### src/pms_defs.svh
// Constants for the power-mode stop/wake controller.
// Assumes inclusion by the design modules and the bench.
`ifndef PMS_DEFS_SVH
`define PMS_DEFS_SVH

// -----------------------------------------------------------------
// Register addresses
// -----------------------------------------------------------------
`define PMS_ADDR_PWR_CTRL     8'h87
`define PMS_ADDR_EXT_FLAGS    8'h91
`define PMS_ADDR_IRQ_STATUS   8'hA0
`define PMS_ADDR_IRQ_MASK     8'hA1
`define PMS_ADDR_STATUS       8'hA2

// -----------------------------------------------------------------
// Field positions
// -----------------------------------------------------------------
`define PMS_BIT_IDLE          0
`define PMS_BIT_STOP          1
`define PMS_BIT_KEEP_ALIVE    0
`define PMS_BIT_RING_SEL      1
`define PMS_BIT_RING_ACT      2
`define PMS_BIT_XTAL_READY    4

// Interrupt status bits
`define PMS_EV_IDLE_EXIT      0
`define PMS_EV_STOP_EXIT      1
`define PMS_EV_RING_HANDOVER  2
`define PMS_EV_XTAL_READY     3
`define PMS_EV_W              4

// -----------------------------------------------------------------
// Reset values and counts
// -----------------------------------------------------------------
`define PMS_RST_BYTE          8'h00
`define PMS_RST_STATUS        8'h10
`define PMS_XTAL_CLOCKS       65536
`define PMS_CNT_W             17

`endif

### src/pms_pkg.sv
// Types for the power-mode stop/wake controller.
// Assumes nothing of its surroundings.
`default_nettype none
package pms_pkg;
   typedef enum logic [2:0] {
      PMS_RUN      = 3'b000,
      PMS_IDLE     = 3'b001,
      PMS_STOP     = 3'b010,
      PMS_XTAL_UP  = 3'b011,
      PMS_RING_RUN = 3'b100
   } pms_mode_e;
endpackage
`default_nettype wire

### src/pms_ctrl.sv
// Power-mode controller: idle, stop, reference keep-alive, ring wake.
// Assumes a single 200 MHz clock, a plain register port, asynchronous
// wake pins and a crystal-clock tick pin from the oscillator block.
//
// Decided for this implementation: the strobed register port.
`timescale 1ns/100ps
`default_nettype none
`include "pms_defs.svh"
module pms_ctrl
   import pms_pkg::*;
#(
   parameter int XTAL_CLOCKS = `PMS_XTAL_CLOCKS
) (
   input  wire logic       clk,
   input  wire logic       rst_b,
   input  wire logic [7:0] reg_addr,
   input  wire logic [7:0] reg_wdata,
   input  wire logic       reg_wr,
   input  wire logic       reg_rd,
   output var  logic [7:0] reg_rdata,
   input  wire logic       irq_request,
   input  wire logic       ext_irq_pin,
   input  wire logic       power_fail_interrupt,
   input  wire logic       power_fail_reset,
   input  wire logic       xtal_tick_pin,
   output var  logic       core_halt,
   output var  logic       clocks_gated,
   output var  logic       crystal_enable,
   output var  logic       ring_enable,
   output var  logic       core_clk_ring,
   output var  logic       reference_enable,
   output var  logic       reset_output_n,
   output var  logic       irq
);
   logic [3:0]            pin_sync;
   logic                  ext_wake;
   logic                  pf_int;
   logic                  pf_rst;
   logic                  xtal_tick;
   logic                  xtal_tick_d_reg;
   logic                  tick_edge;
   pms_mode_e             mode_reg;
   logic [7:0]            pwr_ctrl_reg;
   logic                  keep_alive_reg;
   logic                  ring_sel_reg;
   logic                  xtal_ready_reg;
   logic [`PMS_CNT_W-1:0] xcnt_reg;
   logic                  cnt_done;
   logic                  wr_pwr;
   logic                  stop_wake;
   logic [`PMS_EV_W-1:0]  ev_status_reg;
   logic [`PMS_EV_W-1:0]  ev_mask_reg;
   logic [`PMS_EV_W-1:0]  ev_set;

   // -----------------------------------------------------------------
   // Pin synchronisers
   // -----------------------------------------------------------------
   pms_sync #(.W(4)) u_sync (
      .clk   (clk),
      .rst_b (rst_b),
      .d     ({xtal_tick_pin, power_fail_reset, power_fail_interrupt, ext_irq_pin}),
      .q     (pin_sync)
   );
   assign ext_wake  = pin_sync[0];
   assign pf_int    = pin_sync[1];
   assign pf_rst    = pin_sync[2];
   assign xtal_tick = pin_sync[3];

   always_ff @(posedge clk) begin
      if (!rst_b) begin
         xtal_tick_d_reg <= 1'b0;
      end else begin
         xtal_tick_d_reg <= xtal_tick;
      end
   end
   assign tick_edge = xtal_tick & ~xtal_tick_d_reg;

   assign wr_pwr   = reg_wr && (reg_addr == `PMS_ADDR_PWR_CTRL);
   assign cnt_done = (xcnt_reg == `PMS_CNT_W'(XTAL_CLOCKS - 1)) && tick_edge;

   assign stop_wake = ext_wake || (keep_alive_reg && (pf_int || pf_rst));

   // -----------------------------------------------------------------
   // Mode sequencer
   // -----------------------------------------------------------------
   always_ff @(posedge clk) begin
      if (!rst_b) begin
         mode_reg <= PMS_RUN;
      end else begin
         unique case (mode_reg)
            PMS_RUN: begin
               if (wr_pwr && reg_wdata[`PMS_BIT_STOP]) begin
                  mode_reg <= PMS_STOP;
               end else if (wr_pwr && reg_wdata[`PMS_BIT_IDLE]) begin
                  mode_reg <= PMS_IDLE;
               end
            end
            PMS_IDLE: begin
               if (irq_request || ext_wake) begin
                  mode_reg <= PMS_RUN;
               end
            end
            PMS_STOP: begin
               if (stop_wake) begin
                  // ring wake only on interrupt causes
                  mode_reg <= (ring_sel_reg && !pf_rst) ? PMS_RING_RUN : PMS_XTAL_UP;
               end
            end
            PMS_XTAL_UP: begin
               if (cnt_done) begin
                  mode_reg <= PMS_RUN;
               end
            end
            PMS_RING_RUN: begin
               if (cnt_done) begin
                  mode_reg <= PMS_RUN;
               // Re-entering stop from the ring abandons the hand-over
               end else if (wr_pwr && reg_wdata[`PMS_BIT_STOP]) begin
                  mode_reg <= PMS_STOP;
               end
            end
            default: mode_reg <= PMS_RUN;
         endcase
      end
   end

   // -----------------------------------------------------------------
   // Crystal clock counter
   // -----------------------------------------------------------------
   // synchronous count of crystal clocks
   always_ff @(posedge clk) begin
      if (!rst_b) begin
         xcnt_reg <= '0;
      end else if (mode_reg == PMS_XTAL_UP || mode_reg == PMS_RING_RUN) begin
         if (tick_edge) begin
            xcnt_reg <= cnt_done ? '0 : xcnt_reg + 1'b1;
         end
      end else begin
         xcnt_reg <= '0;
      end
   end

   always_ff @(posedge clk) begin
      if (!rst_b) begin
         xtal_ready_reg <= 1'b1;
      end else if (cnt_done) begin
         xtal_ready_reg <= 1'b1;
      end else if (mode_reg == PMS_STOP) begin
         xtal_ready_reg <= 1'b0;
      end
   end

   // -----------------------------------------------------------------
   // Software registers
   // -----------------------------------------------------------------
   always_ff @(posedge clk) begin
      if (!rst_b) begin
         pwr_ctrl_reg <= `PMS_RST_BYTE;
      end else if (wr_pwr) begin
         pwr_ctrl_reg <= reg_wdata;
         // Mode bits clear once the mode is run or crystal start-up, so the stop bit still reads set in ring run
         pwr_ctrl_reg[`PMS_BIT_IDLE] <= reg_wdata[`PMS_BIT_IDLE] && !reg_wdata[`PMS_BIT_STOP];
      end else if (mode_reg == PMS_RUN || mode_reg == PMS_XTAL_UP) begin
         pwr_ctrl_reg[`PMS_BIT_IDLE] <= 1'b0;
         pwr_ctrl_reg[`PMS_BIT_STOP] <= 1'b0;
      end
   end

   always_ff @(posedge clk) begin
      if (!rst_b) begin
         keep_alive_reg <= 1'b0;
         ring_sel_reg   <= 1'b0;
      end else if (reg_wr && reg_addr == `PMS_ADDR_EXT_FLAGS) begin
         keep_alive_reg <= reg_wdata[`PMS_BIT_KEEP_ALIVE];
         ring_sel_reg   <= reg_wdata[`PMS_BIT_RING_SEL];
      end
   end

   // -----------------------------------------------------------------
   // Interrupt status and mask
   // -----------------------------------------------------------------
   assign ev_set[`PMS_EV_IDLE_EXIT]     = (mode_reg == PMS_IDLE) && (irq_request || ext_wake);
   assign ev_set[`PMS_EV_STOP_EXIT]     = (mode_reg == PMS_STOP) && stop_wake;
   assign ev_set[`PMS_EV_RING_HANDOVER] = (mode_reg == PMS_RING_RUN) && cnt_done;
   assign ev_set[`PMS_EV_XTAL_READY]    = (mode_reg == PMS_XTAL_UP) && cnt_done;

   // Set wins over a write-one clear in the same cycle
   always_ff @(posedge clk) begin
      if (!rst_b) begin
         ev_status_reg <= '0;
      end else if (reg_wr && reg_addr == `PMS_ADDR_IRQ_STATUS) begin
         ev_status_reg <= (ev_status_reg & ~reg_wdata[`PMS_EV_W-1:0]) | ev_set;
      end else begin
         ev_status_reg <= ev_status_reg | ev_set;
      end
   end

   always_ff @(posedge clk) begin
      if (!rst_b) begin
         ev_mask_reg <= '0;
      end else if (reg_wr && reg_addr == `PMS_ADDR_IRQ_MASK) begin
         ev_mask_reg <= reg_wdata[`PMS_EV_W-1:0];
      end
   end

   always_ff @(posedge clk) begin
      if (!rst_b) begin
         irq <= 1'b0;
      end else begin
         irq <= |(ev_status_reg & ev_mask_reg);
      end
   end

   // -----------------------------------------------------------------
   // Read port
   // -----------------------------------------------------------------
   always_ff @(posedge clk) begin
      if (!rst_b) begin
         reg_rdata <= `PMS_RST_BYTE;
      end else if (reg_rd) begin
         unique case (reg_addr)
            `PMS_ADDR_PWR_CTRL:   reg_rdata <= pwr_ctrl_reg;
            `PMS_ADDR_EXT_FLAGS:  reg_rdata <= {5'h00, (mode_reg == PMS_RING_RUN),
                                               ring_sel_reg, keep_alive_reg};
            `PMS_ADDR_IRQ_STATUS: reg_rdata <= {4'h0, ev_status_reg};
            `PMS_ADDR_IRQ_MASK:   reg_rdata <= {4'h0, ev_mask_reg};
            `PMS_ADDR_STATUS:     reg_rdata <= 8'(xtal_ready_reg) << `PMS_BIT_XTAL_READY;
            default:              reg_rdata <= `PMS_RST_BYTE;
         endcase
      end else begin
         reg_rdata <= `PMS_RST_BYTE;
      end
   end

   // -----------------------------------------------------------------
   // Clock and analog controls
   // -----------------------------------------------------------------
   always_ff @(posedge clk) begin
      if (!rst_b) begin
         core_halt        <= 1'b0;
         clocks_gated     <= 1'b0;
         crystal_enable   <= 1'b1;
         ring_enable      <= 1'b0;
         core_clk_ring    <= 1'b0;
         reference_enable <= 1'b1;
         reset_output_n   <= 1'b1;
      end else begin
         core_halt        <= (mode_reg != PMS_RUN) && (mode_reg != PMS_RING_RUN);
         clocks_gated     <= (mode_reg == PMS_STOP) || (mode_reg == PMS_XTAL_UP);
         crystal_enable   <= (mode_reg != PMS_STOP);
         ring_enable      <= (mode_reg == PMS_RING_RUN);
         core_clk_ring    <= (mode_reg == PMS_RING_RUN);
         reference_enable <= (mode_reg != PMS_STOP) || keep_alive_reg;
         // reset output low in stop without reference
         reset_output_n   <= !((mode_reg == PMS_STOP) && !keep_alive_reg);
      end
   end

   // -----------------------------------------------------------------
   // Checks
   // -----------------------------------------------------------------
   property p_stop_pri;
      @(posedge clk) disable iff (!rst_b)
      (mode_reg == PMS_RUN && wr_pwr && reg_wdata[`PMS_BIT_STOP]) |=> mode_reg == PMS_STOP;
   endproperty
   a_stop_pri: assert property (p_stop_pri) else $error("stop not entered");
   property p_idle_exit;
      @(posedge clk) disable iff (!rst_b)
      (mode_reg == PMS_IDLE && irq_request) |=> mode_reg == PMS_RUN;
   endproperty
   a_idle_exit: assert property (p_idle_exit) else $error("idle not left");
   property p_stop_hold;
      @(posedge clk) disable iff (!rst_b)
      (mode_reg == PMS_STOP && !stop_wake) |=> mode_reg == PMS_STOP;
   endproperty
   a_stop_hold: assert property (p_stop_hold) else $error("stop left without cause");
   property p_rst_out;
      @(posedge clk) disable iff (!rst_b)
      (mode_reg == PMS_STOP && !keep_alive_reg) |=> !reset_output_n;
   endproperty
   a_rst_out: assert property (p_rst_out) else $error("reset output not low");
   property p_ref_on;
      @(posedge clk) disable iff (!rst_b)
      (mode_reg != PMS_STOP) |=> reference_enable;
   endproperty
   a_ref_on: assert property (p_ref_on) else $error("reference off outside stop");

   property p_ring_wake;
      @(posedge clk) disable iff (!rst_b)
      (mode_reg == PMS_STOP && ext_wake && ring_sel_reg && !pf_rst) |=> ##1 core_clk_ring;
   endproperty
   a_ring_wake: assert property (p_ring_wake) else $error("ring not used");
   property p_xtal_wake;
      @(posedge clk) disable iff (!rst_b)
      (mode_reg == PMS_STOP && stop_wake && !ring_sel_reg) |=> mode_reg == PMS_XTAL_UP;
   endproperty
   a_xtal_wake: assert property (p_xtal_wake) else $error("crystal not restarted");

   property p_cnt_bound;
      @(posedge clk) disable iff (!rst_b)
      xcnt_reg <= `PMS_CNT_W'(XTAL_CLOCKS - 1);
   endproperty
   a_cnt_bound: assert property (p_cnt_bound) else $error("count overrun");

   property p_handover;
      @(posedge clk) disable iff (!rst_b)
      (mode_reg == PMS_RING_RUN && cnt_done) |=> mode_reg == PMS_RUN ##1 !core_clk_ring;
   endproperty
   a_handover: assert property (p_handover) else $error("no hand-over");
endmodule
`default_nettype wire

### src/pms_sync.sv
// Two-flop synchroniser for a bundle of pin levels.
// Assumes the inputs are asynchronous to clk.
`timescale 1ns/100ps
`default_nettype none
module pms_sync #(
   parameter int W = 1
) (
   input  wire logic         clk,
   input  wire logic         rst_b,
   input  wire logic [W-1:0] d,
   output var  logic [W-1:0] q
);
   logic [W-1:0] meta_reg;

   // -----------------------------------------------------------------
   // First flop feeds only the second
   // -----------------------------------------------------------------
   always_ff @(posedge clk) begin
      if (!rst_b) begin
         meta_reg <= '0;
         q        <= '0;
      end else begin
         meta_reg <= d;
         q        <= meta_reg;
      end
   end
endmodule
`default_nettype wire

### config.mk
export PLATFORM = sky130hd
export DESIGN_NAME = pms_ctrl
export DESIGN_NICKNAME = d
export VERILOG_FILES = /design/src/pms_pkg.sv /design/src/pms_ctrl.sv /design/src/pms_sync.sv
export VERILOG_INCLUDE_DIRS = /design/src
export SDC_FILE = /design/constraint.sdc
export NUM_CORES = 1
export LEC_CHECK = 0
export ABC_CLOCK_PERIOD_IN_PS = 4200
export BUFFER_PORTS_ARGS = -buffer_cell sky130_fd_sc_hd__buf_2
export CAP_MARGIN = 40
export CORE_AREA = 2 2 80 82
export CTS_BUF_LIST = sky130_fd_sc_hd__clkbuf_8
export CTS_CLUSTER_SIZE = 10
export DETAILED_ROUTE_END_ITERATION = 8
export DIE_AREA = 0 0 82 84
export PLACE_DENSITY_LB_ADDON = 0.2
export SLEW_MARGIN = 5
export SYNTH_ARGS = -nofsm -noshare
export SYNTH_HDL_FRONTEND = slang
export SYNTH_HIERARCHICAL = 1
export SYNTH_SLANG_ARGS = --single-unit
### constraint.sdc
create_clock -name clk -period 4.2 [get_ports clk]
set_input_delay 0.84 -clock clk [delete_from_list [all_inputs] [get_ports clk]]
set_output_delay 0.84 -clock clk [all_outputs]
set_load 0.05 [all_outputs]
==> impl_metrics.env, run 1 <==
export IMPL_outcome="complete, no violations"
export IMPL_synth_area_per_cell_um2=9.366
export IMPL_path_max_fanout=16
export IMPL_leakage_nw=1.129
export IMPL_reg2reg_from="xcnt_reg[0]"
export IMPL_ys_ff_latch=62
export IMPL_cts_buffer_depth=2
export IMPL_synth_top_area_cell="dfxtp_1"
export IMPL_cp_arrival_ps=2750
export IMPL_fin_crit_sh_pct=60.20
export IMPL_numCtsBuffers=9
export IMPL_clock_skew_ps=8.056
export IMPL_min_from="u_sync/meta_reg[2]"
export IMPL_area_growth_pct=13.92
export IMPL_critPathKind="in -> reg"
export IMPL_holdCritPathClass="reg -> reg"
export IMPL_cts_resized=0
export IMPL_ys_top_cells_by_area="dfxtp_1 47%, nand2_1 4.9%, a21boi_0 4.5%"
export IMPL_die_h_um=84
export IMPL_cts_setup_buffers=0
export IMPL_startpoint="reg_addr[6]"
export IMPL_largest_reg_flops=17
export IMPL_power_mw=1.174
export IMPL_synth_cell_type_count=52
export IMPL_syn_inst=284
export IMPL_grt_start_max_net_pins=43
export IMPL_grt_pass1_vias=1937
export IMPL_routed_wl_um=5181
export IMPL_antenna_found_initial=0
export IMPL_die_area_mm2=0.006888
export IMPL_tns_ps=0
export IMPL_yosys_warnings=6
export IMPL_syn_nets=310
export IMPL_placed_cells=386
export IMPL_clk_pin_slew_ps=60
export IMPL_rsz0062_at_grt="false"
export IMPL_clkLatencyLatePin_ps=330
export IMPL_route_vias_total=2108
export IMPL_initial_core_util_pct=43.64
export IMPL_place_gp_congestion=0.7293
export IMPL_drt_iter0_markers=119
export IMPL_tightest_slew_ps=631.6
export IMPL_seq_area_frac_synth_pct=46.66
export IMPL_drcViolationCount=0
export IMPL_final_nets=346
export IMPL_drv_cap=0
export IMPL_dpl_hpwl_um=3666
export IMPL_peakVddDrop_mv=0.2484
export IMPL_cts_tree="yes"
export IMPL_post_route_util_pct=49.71
export IMPL_p_per_area_mw_per_mm2=387.5
export IMPL_hold_buffers=0
export IMPL_core_mm2=0.006096
export IMPL_rows=29
export IMPL_syn_area_mm2=0.002660
export IMPL_die_width_um=82
export IMPL_final_antenna_net_count=0
export IMPL_fmax_mhz=395.5
export IMPL_grt_first_pass_wirelength_um=8949
export IMPL_final_cell_mix="62 x dfxtp_1, 40 x buf_2, 35 x nand2_1"
export IMPL_avgViaCountPerCell=5.283
export IMPL_htree_levels=3
export IMPL_grtUsageTotal_pct=16.86
export IMPL_yosysTopAreaCellShare_pct=46.66
export IMPL_setup_viol=0
export IMPL_numPortBuffers=40
export IMPL_slew_headroom_pct=57.89
export IMPL_fin_cells=399
export IMPL_dr_pass1_iters=4
export IMPL_wire_per_inst_um=12.98
export IMPL_root_buffer="clkbuf_8"
export IMPL_synth_ff_type="dfxtp_1"
export IMPL_crit_required_ps=4420
export IMPL_num_antenna_cells=0
export IMPL_synth_edff_count=0
export IMPL_crit_path_end_kind="flop"
export IMPL_layout_commonest_cell="dfxtp_1"
export IMPL_io_pins=41
export IMPL_hold_viol=0
export IMPL_fin_crit_ps=2528
export IMPL_synthArstFlopShare_pct=0
export IMPL_grt_ovfl_total=0
export IMPL_drive_gt1_share_pct=20.19
export IMPL_startpoint_type="input pin"
export IMPL_clock_sinks=62
export IMPL_drv_slew=0
==> cells in the mapped netlist (3+ instances only) <==
| library cell | number |
|---|---|
| a21boi_0 | 16 |
| a21oi_1 | 3 |
| a22oi_1 | 4 |
| a31oi_1 | 3 |
| a32o_1 | 3 |
| and2_1 | 14 |
| and3_1 | 5 |
| buf_6 | 3 |
| clkbuf_1 | 9 |
| dfxtp_1 | 62 |
| nand2_1 | 35 |
| nand2b_1 | 6 |
| nand3_1 | 23 |
| nand3_2 | 3 |
| nand4_1 | 4 |
| nor2_1 | 22 |
| nor2b_1 | 5 |
| nor3_1 | 3 |
| nor4_4 | 3 |
| o21a_1 | 4 |
| o21ai_0 | 3 |
| xor2_1 | 12 |
==> area by class of cell <==
cell class	count	area [um2]
clock buffers	11	151.4
multi-input cells	205	1324
fillers	570	3065
clock inverters	2	10.01
inverters	2	7.507
repair buffers	40	200.2
well taps	77	96.34
flip-flops and latches	62	1241
==> worst max-delay path, cell delays in order <==
cell     delay, ps
buf_2           90
or3b_1         590
nor3_4         580
nand2_1        330
a31oi_1        240
nor2b_1         60
==> per-stage QoR <==
stage | setup WS (ps) | area (um2) | hold WS (ps)
3_5_place_dp | 1359 | 2869 | 412.7
6_report | 1672 | 3030 | 426.4
4_1_cts | 1713 | 3030 | 427.1
2_1_floorplan | 1943 | 2660 | 405.7
3_3_place_gp | 1415 | 2869 | 410.3
5_1_grt | 1530 | 3030 | 443.8
==> where the power goes <==
part           leakage (nW)  switching (mW)  total (mW)  internal, mW
sequential            0.501          0.0148       0.620         0.605
clock                0.0869           0.204       0.438         0.234
combinational         0.541          0.0742       0.117        0.0424
total                  1.13           0.293        1.17         0.882
==> metal layers <==
layer  vias to the layer above  global-route usage [%]  share of wire (%)
li1                       1068                       -                  -
met1                       973                   24.03                 49
met2                        62                   23.36                 43
met3                         5                   5.628                6.8
met4                         0                   6.364               0.85
met5                         -                       0                  0
==> path summary, 6_finish.rpt <==
path / slack [ps] / endpoint / depth (start not counted)
hold reg to reg: 430 / u_sync/q[2] / 1
setup reg to reg: 2300 / mode_reg[1] / 6
setup / recovery: 1670 / pwr_ctrl_reg[1] / 6
hold / removal: 430 / u_sync/q[2] / 1
==> logic make-up after synthesis <==
logic type                 synth area share (%)
and+or+nand+nor                           31.89
DFF                                       46.66
AOI/OAI and AO/OA                         12.42
buffers and inverters                     3.574
xor gates and xnor gates                  4.610
muxes                                    0.3763
adders and majority gates                0.4703
Power figures use the tool's default switching activity.
==> inputs of run 2 (changes only) <==
--- a/config.mk
+++ b/config.mk
@@ -6,14 +6,15 @@
 export SDC_FILE = /design/constraint.sdc
 export NUM_CORES = 1
 export LEC_CHECK = 0
-export ABC_CLOCK_PERIOD_IN_PS = 4200
+export ABC_AREA = 1
+export ABC_CLOCK_PERIOD_IN_PS = 2600
 export BUFFER_PORTS_ARGS = -buffer_cell sky130_fd_sc_hd__buf_2
 export CAP_MARGIN = 40
-export CORE_AREA = 2 2 80 82
+export CORE_AREA = 2 2 81 83
 export CTS_BUF_LIST = sky130_fd_sc_hd__clkbuf_8
 export CTS_CLUSTER_SIZE = 10
 export DETAILED_ROUTE_END_ITERATION = 8
-export DIE_AREA = 0 0 82 84
+export DIE_AREA = 0 0 83 85
 export PLACE_DENSITY_LB_ADDON = 0.2
 export SLEW_MARGIN = 5
 export SYNTH_ARGS = -nofsm -noshare
==> constraint.sdc (replaced) <==
create_clock -name clk -period 2.6 [get_ports clk]
set_input_delay 0.52 -clock clk [delete_from_list [all_inputs] [get_ports clk]]
set_output_delay 0.52 -clock clk [all_outputs]
set_load 0.05 [all_outputs]
==> impl_metrics.env, run 2 <==
export IMPL_fmax_mhz=619.2
export IMPL_slew_headroom_pct=77.84
export IMPL_path_max_fanout=7
export IMPL_layout_commonest_cell="nand2_1"
export IMPL_ys_ff_latch=62
export IMPL_yosysMostFrequentCell="nand2_1"
export IMPL_root_buffer="clkbuf_8"
export IMPL_numCtsBuffers=9
export IMPL_cts_setup_buffers=0
export IMPL_hold_path_end="u_sync/meta_reg[1]"
export IMPL_num_antenna_cells=0
export IMPL_die_area_mm2=0.007055
export IMPL_die_h_um=85
export IMPL_clock_sinks=62
export IMPL_synth_ff_type="dfxtp_1"
export IMPL_hold_viol=0
export IMPL_antenna_found_initial=0
export IMPL_core_mm2=0.006205
export IMPL_setup_viol=0
export IMPL_yosysTopAreaCellShare_pct=46.33
export IMPL_cp_arrival_ps=1880
export IMPL_routed_wl_um=5808
export IMPL_reg2regPathDepth=8
export IMPL_die_width_um=83
export IMPL_post_route_util_pct=51.04
export IMPL_placed_cell_area_mm2=0.002952
export IMPL_grt_start_max_net_pins=26
export IMPL_nFillCells=628
export IMPL_drt_iter0_markers=169
export IMPL_cts_resized=0
export IMPL_peakVddDrop_mv=0.3225
export IMPL_largest_reg_flops=17
export IMPL_synth_edff_count=0
export IMPL_crit_path_end_kind="flop"
export IMPL_holdCritPathClass="in -> reg"
export IMPL_power_mw=2.372
export IMPL_startpoint="xcnt_reg[0]"
export IMPL_rows=29
export IMPL_synth_common_cells="67 x nand2_1, 62 x dfxtp_1, 49 x inv_1"
export IMPL_synth_cell_type_count=37
export IMPL_startpoint_type="flop"
export IMPL_rsz0062_at_grt="false"
export IMPL_final_nets=429
export IMPL_crit_required_ps=2870
export IMPL_route_vias_total=2364
export IMPL_wl_met2_um=2594
export IMPL_leakage_nw=1.391
export IMPL_r2r_setup_slack_ps=980
export IMPL_drv_cap=0
export IMPL_htree_levels=3
export IMPL_syn_inst=357
export IMPL_reg2reg_from="xcnt_reg[0]"
export IMPL_fin_crit_ps=1615
export IMPL_syn_area_mm2=0.002679
export IMPL_clk_pin_slew_ps=70
export IMPL_min_from="power_fail_interrupt"
export IMPL_wl_met3_um=336
export IMPL_fin_cells=485
export IMPL_final_antenna_net_count=0
export IMPL_final_cell_mix="67 x nand2_1, 62 x dfxtp_1, 51 x inv_1"
export IMPL_area_growth_pct=18.22
export IMPL_cts_tree="yes"
export IMPL_met1_length_um=2688
export IMPL_grt_first_pass_wirelength_um=9867
export IMPL_synthArstFlopShare_pct=0
export IMPL_post_place_ws_ps=764.3
export IMPL_synth_area_per_cell_um2=7.504
export IMPL_whs_ps=370.9
export IMPL_cts_buffer_depth=2
export IMPL_outcome="complete, no violations"
export IMPL_dr_pass1_iters=4
export IMPL_yosys_warnings=6
export IMPL_clkLatencyLatePin_ps=340
export IMPL_drcViolationCount=0
export IMPL_initial_core_util_pct=43.17
export IMPL_setup_ws_ps=984.9
export IMPL_drv_slew=0
export IMPL_io_pins=41
export IMPL_grt_pass1_vias=2200
export IMPL_syn_nets=383
export IMPL_ys_top_cells_by_area="dfxtp_1 46%, nand2_1 9.4%, inv_1 6.9%"
export IMPL_rr_endpoint="mode_reg[2]"
export IMPL_placed_cells=469
export IMPL_critPathKind="reg -> reg"
export IMPL_clock_skew_ps=16.38
export IMPL_seq_area_frac_synth_pct=46.33
export IMPL_fin_crit_sh_pct=62.12
export IMPL_numPortBuffers=40
export IMPL_hold_buffers=0
export IMPL_dpl_hpwl_um=4302
export IMPL_synth_top_area_cell="dfxtp_1"
export IMPL_hold_depth=3
export IMPL_highest_layer="met4"
export IMPL_grtUsageTotal_pct=17.48
export IMPL_stdcell_area_mm2=0.003167
export IMPL_avgViaCountPerCell=4.874
export IMPL_grt_ovfl_total=0
export IMPL_wire_per_inst_um=11.98
export IMPL_drive_gt1_share_pct=20.34
export IMPL_tightest_slew_ps=331.4
export IMPL_place_gp_congestion=0.8918
export IMPL_p_per_area_mw_per_mm2=749.0
export IMPL_tns_ps=0
==> run 2: cell types whose count changed after synthesis, sizes merged, moves of 9 or more <==
cell	before	now
a21boi	16	0
a21oi	3	28
and2	14	1
inv	2	58
nand2	35	72
nor2	22	47
o21ai	3	22
xor2	12	3
==> run 2: metal layers <==
metal | vias up | global-route usage [%]
met5 | - | 0
met4 | 0 | 11.92
met2 | 75 | 26.25
met1 | 1024 | 22.48
met3 | 18 | 3.891
li1 | 1247 | -
==> run 2: cell type report <==
type / count / area (um2) / area share [%]
clock buffers: 10 / 137.6 / 4.346
clock inverters: 6 / 77.57 / 2.450
inverters: 58 / 217.7 / 6.875
multi-input cells: 231 / 1189 / 37.53
flip-flops and latches: 62 / 1241 / 39.19
well taps: 77 / 96.34 / 3.042
repair buffers: 41 / 207.7 / 6.559
==> run 2: power by group <==
part | internal [mW] | switching (mW)
sequential | 1.00 | 0.0308
clock | 0.556 | 0.367
combinational | 0.119 | 0.298
total | 1.68 | 0.696
==> run 2: kinds of logic after synthesis <==
kind of cell,after synthesis,share of synthesized area [%]
xor gates and xnor gates,4,1.308
AOI/OAI and AO/OA,63,13.27
buffers and inverters,64,9.294
and+or+nand+nor,163,29.33
adders and majority gates,1,0.4670
DFF,62,46.33
==> run 2: worst max-delay path: stages (launching register included) <==
cell and delay, ps:
dfxtp_1 380, ha_1 260, nand3_4 150, nor2_8 160, nand2_4 100, nand3_1 150, nand3_2 120, and2_1 160
nor2_2 70
==> run 2: worst max-delay path by stage <==
stage                               to  slack (ps)  cells past startpoint
after floorplan            mode_reg[2]        1040                     10
after global placement     mode_reg[2]         830                     11
after detailed placement   mode_reg[2]         760                     11
after CTS                  mode_reg[2]         980                      8
after global routing      xcnt_reg[13]         800                     10
final                      mode_reg[2]         980                      8
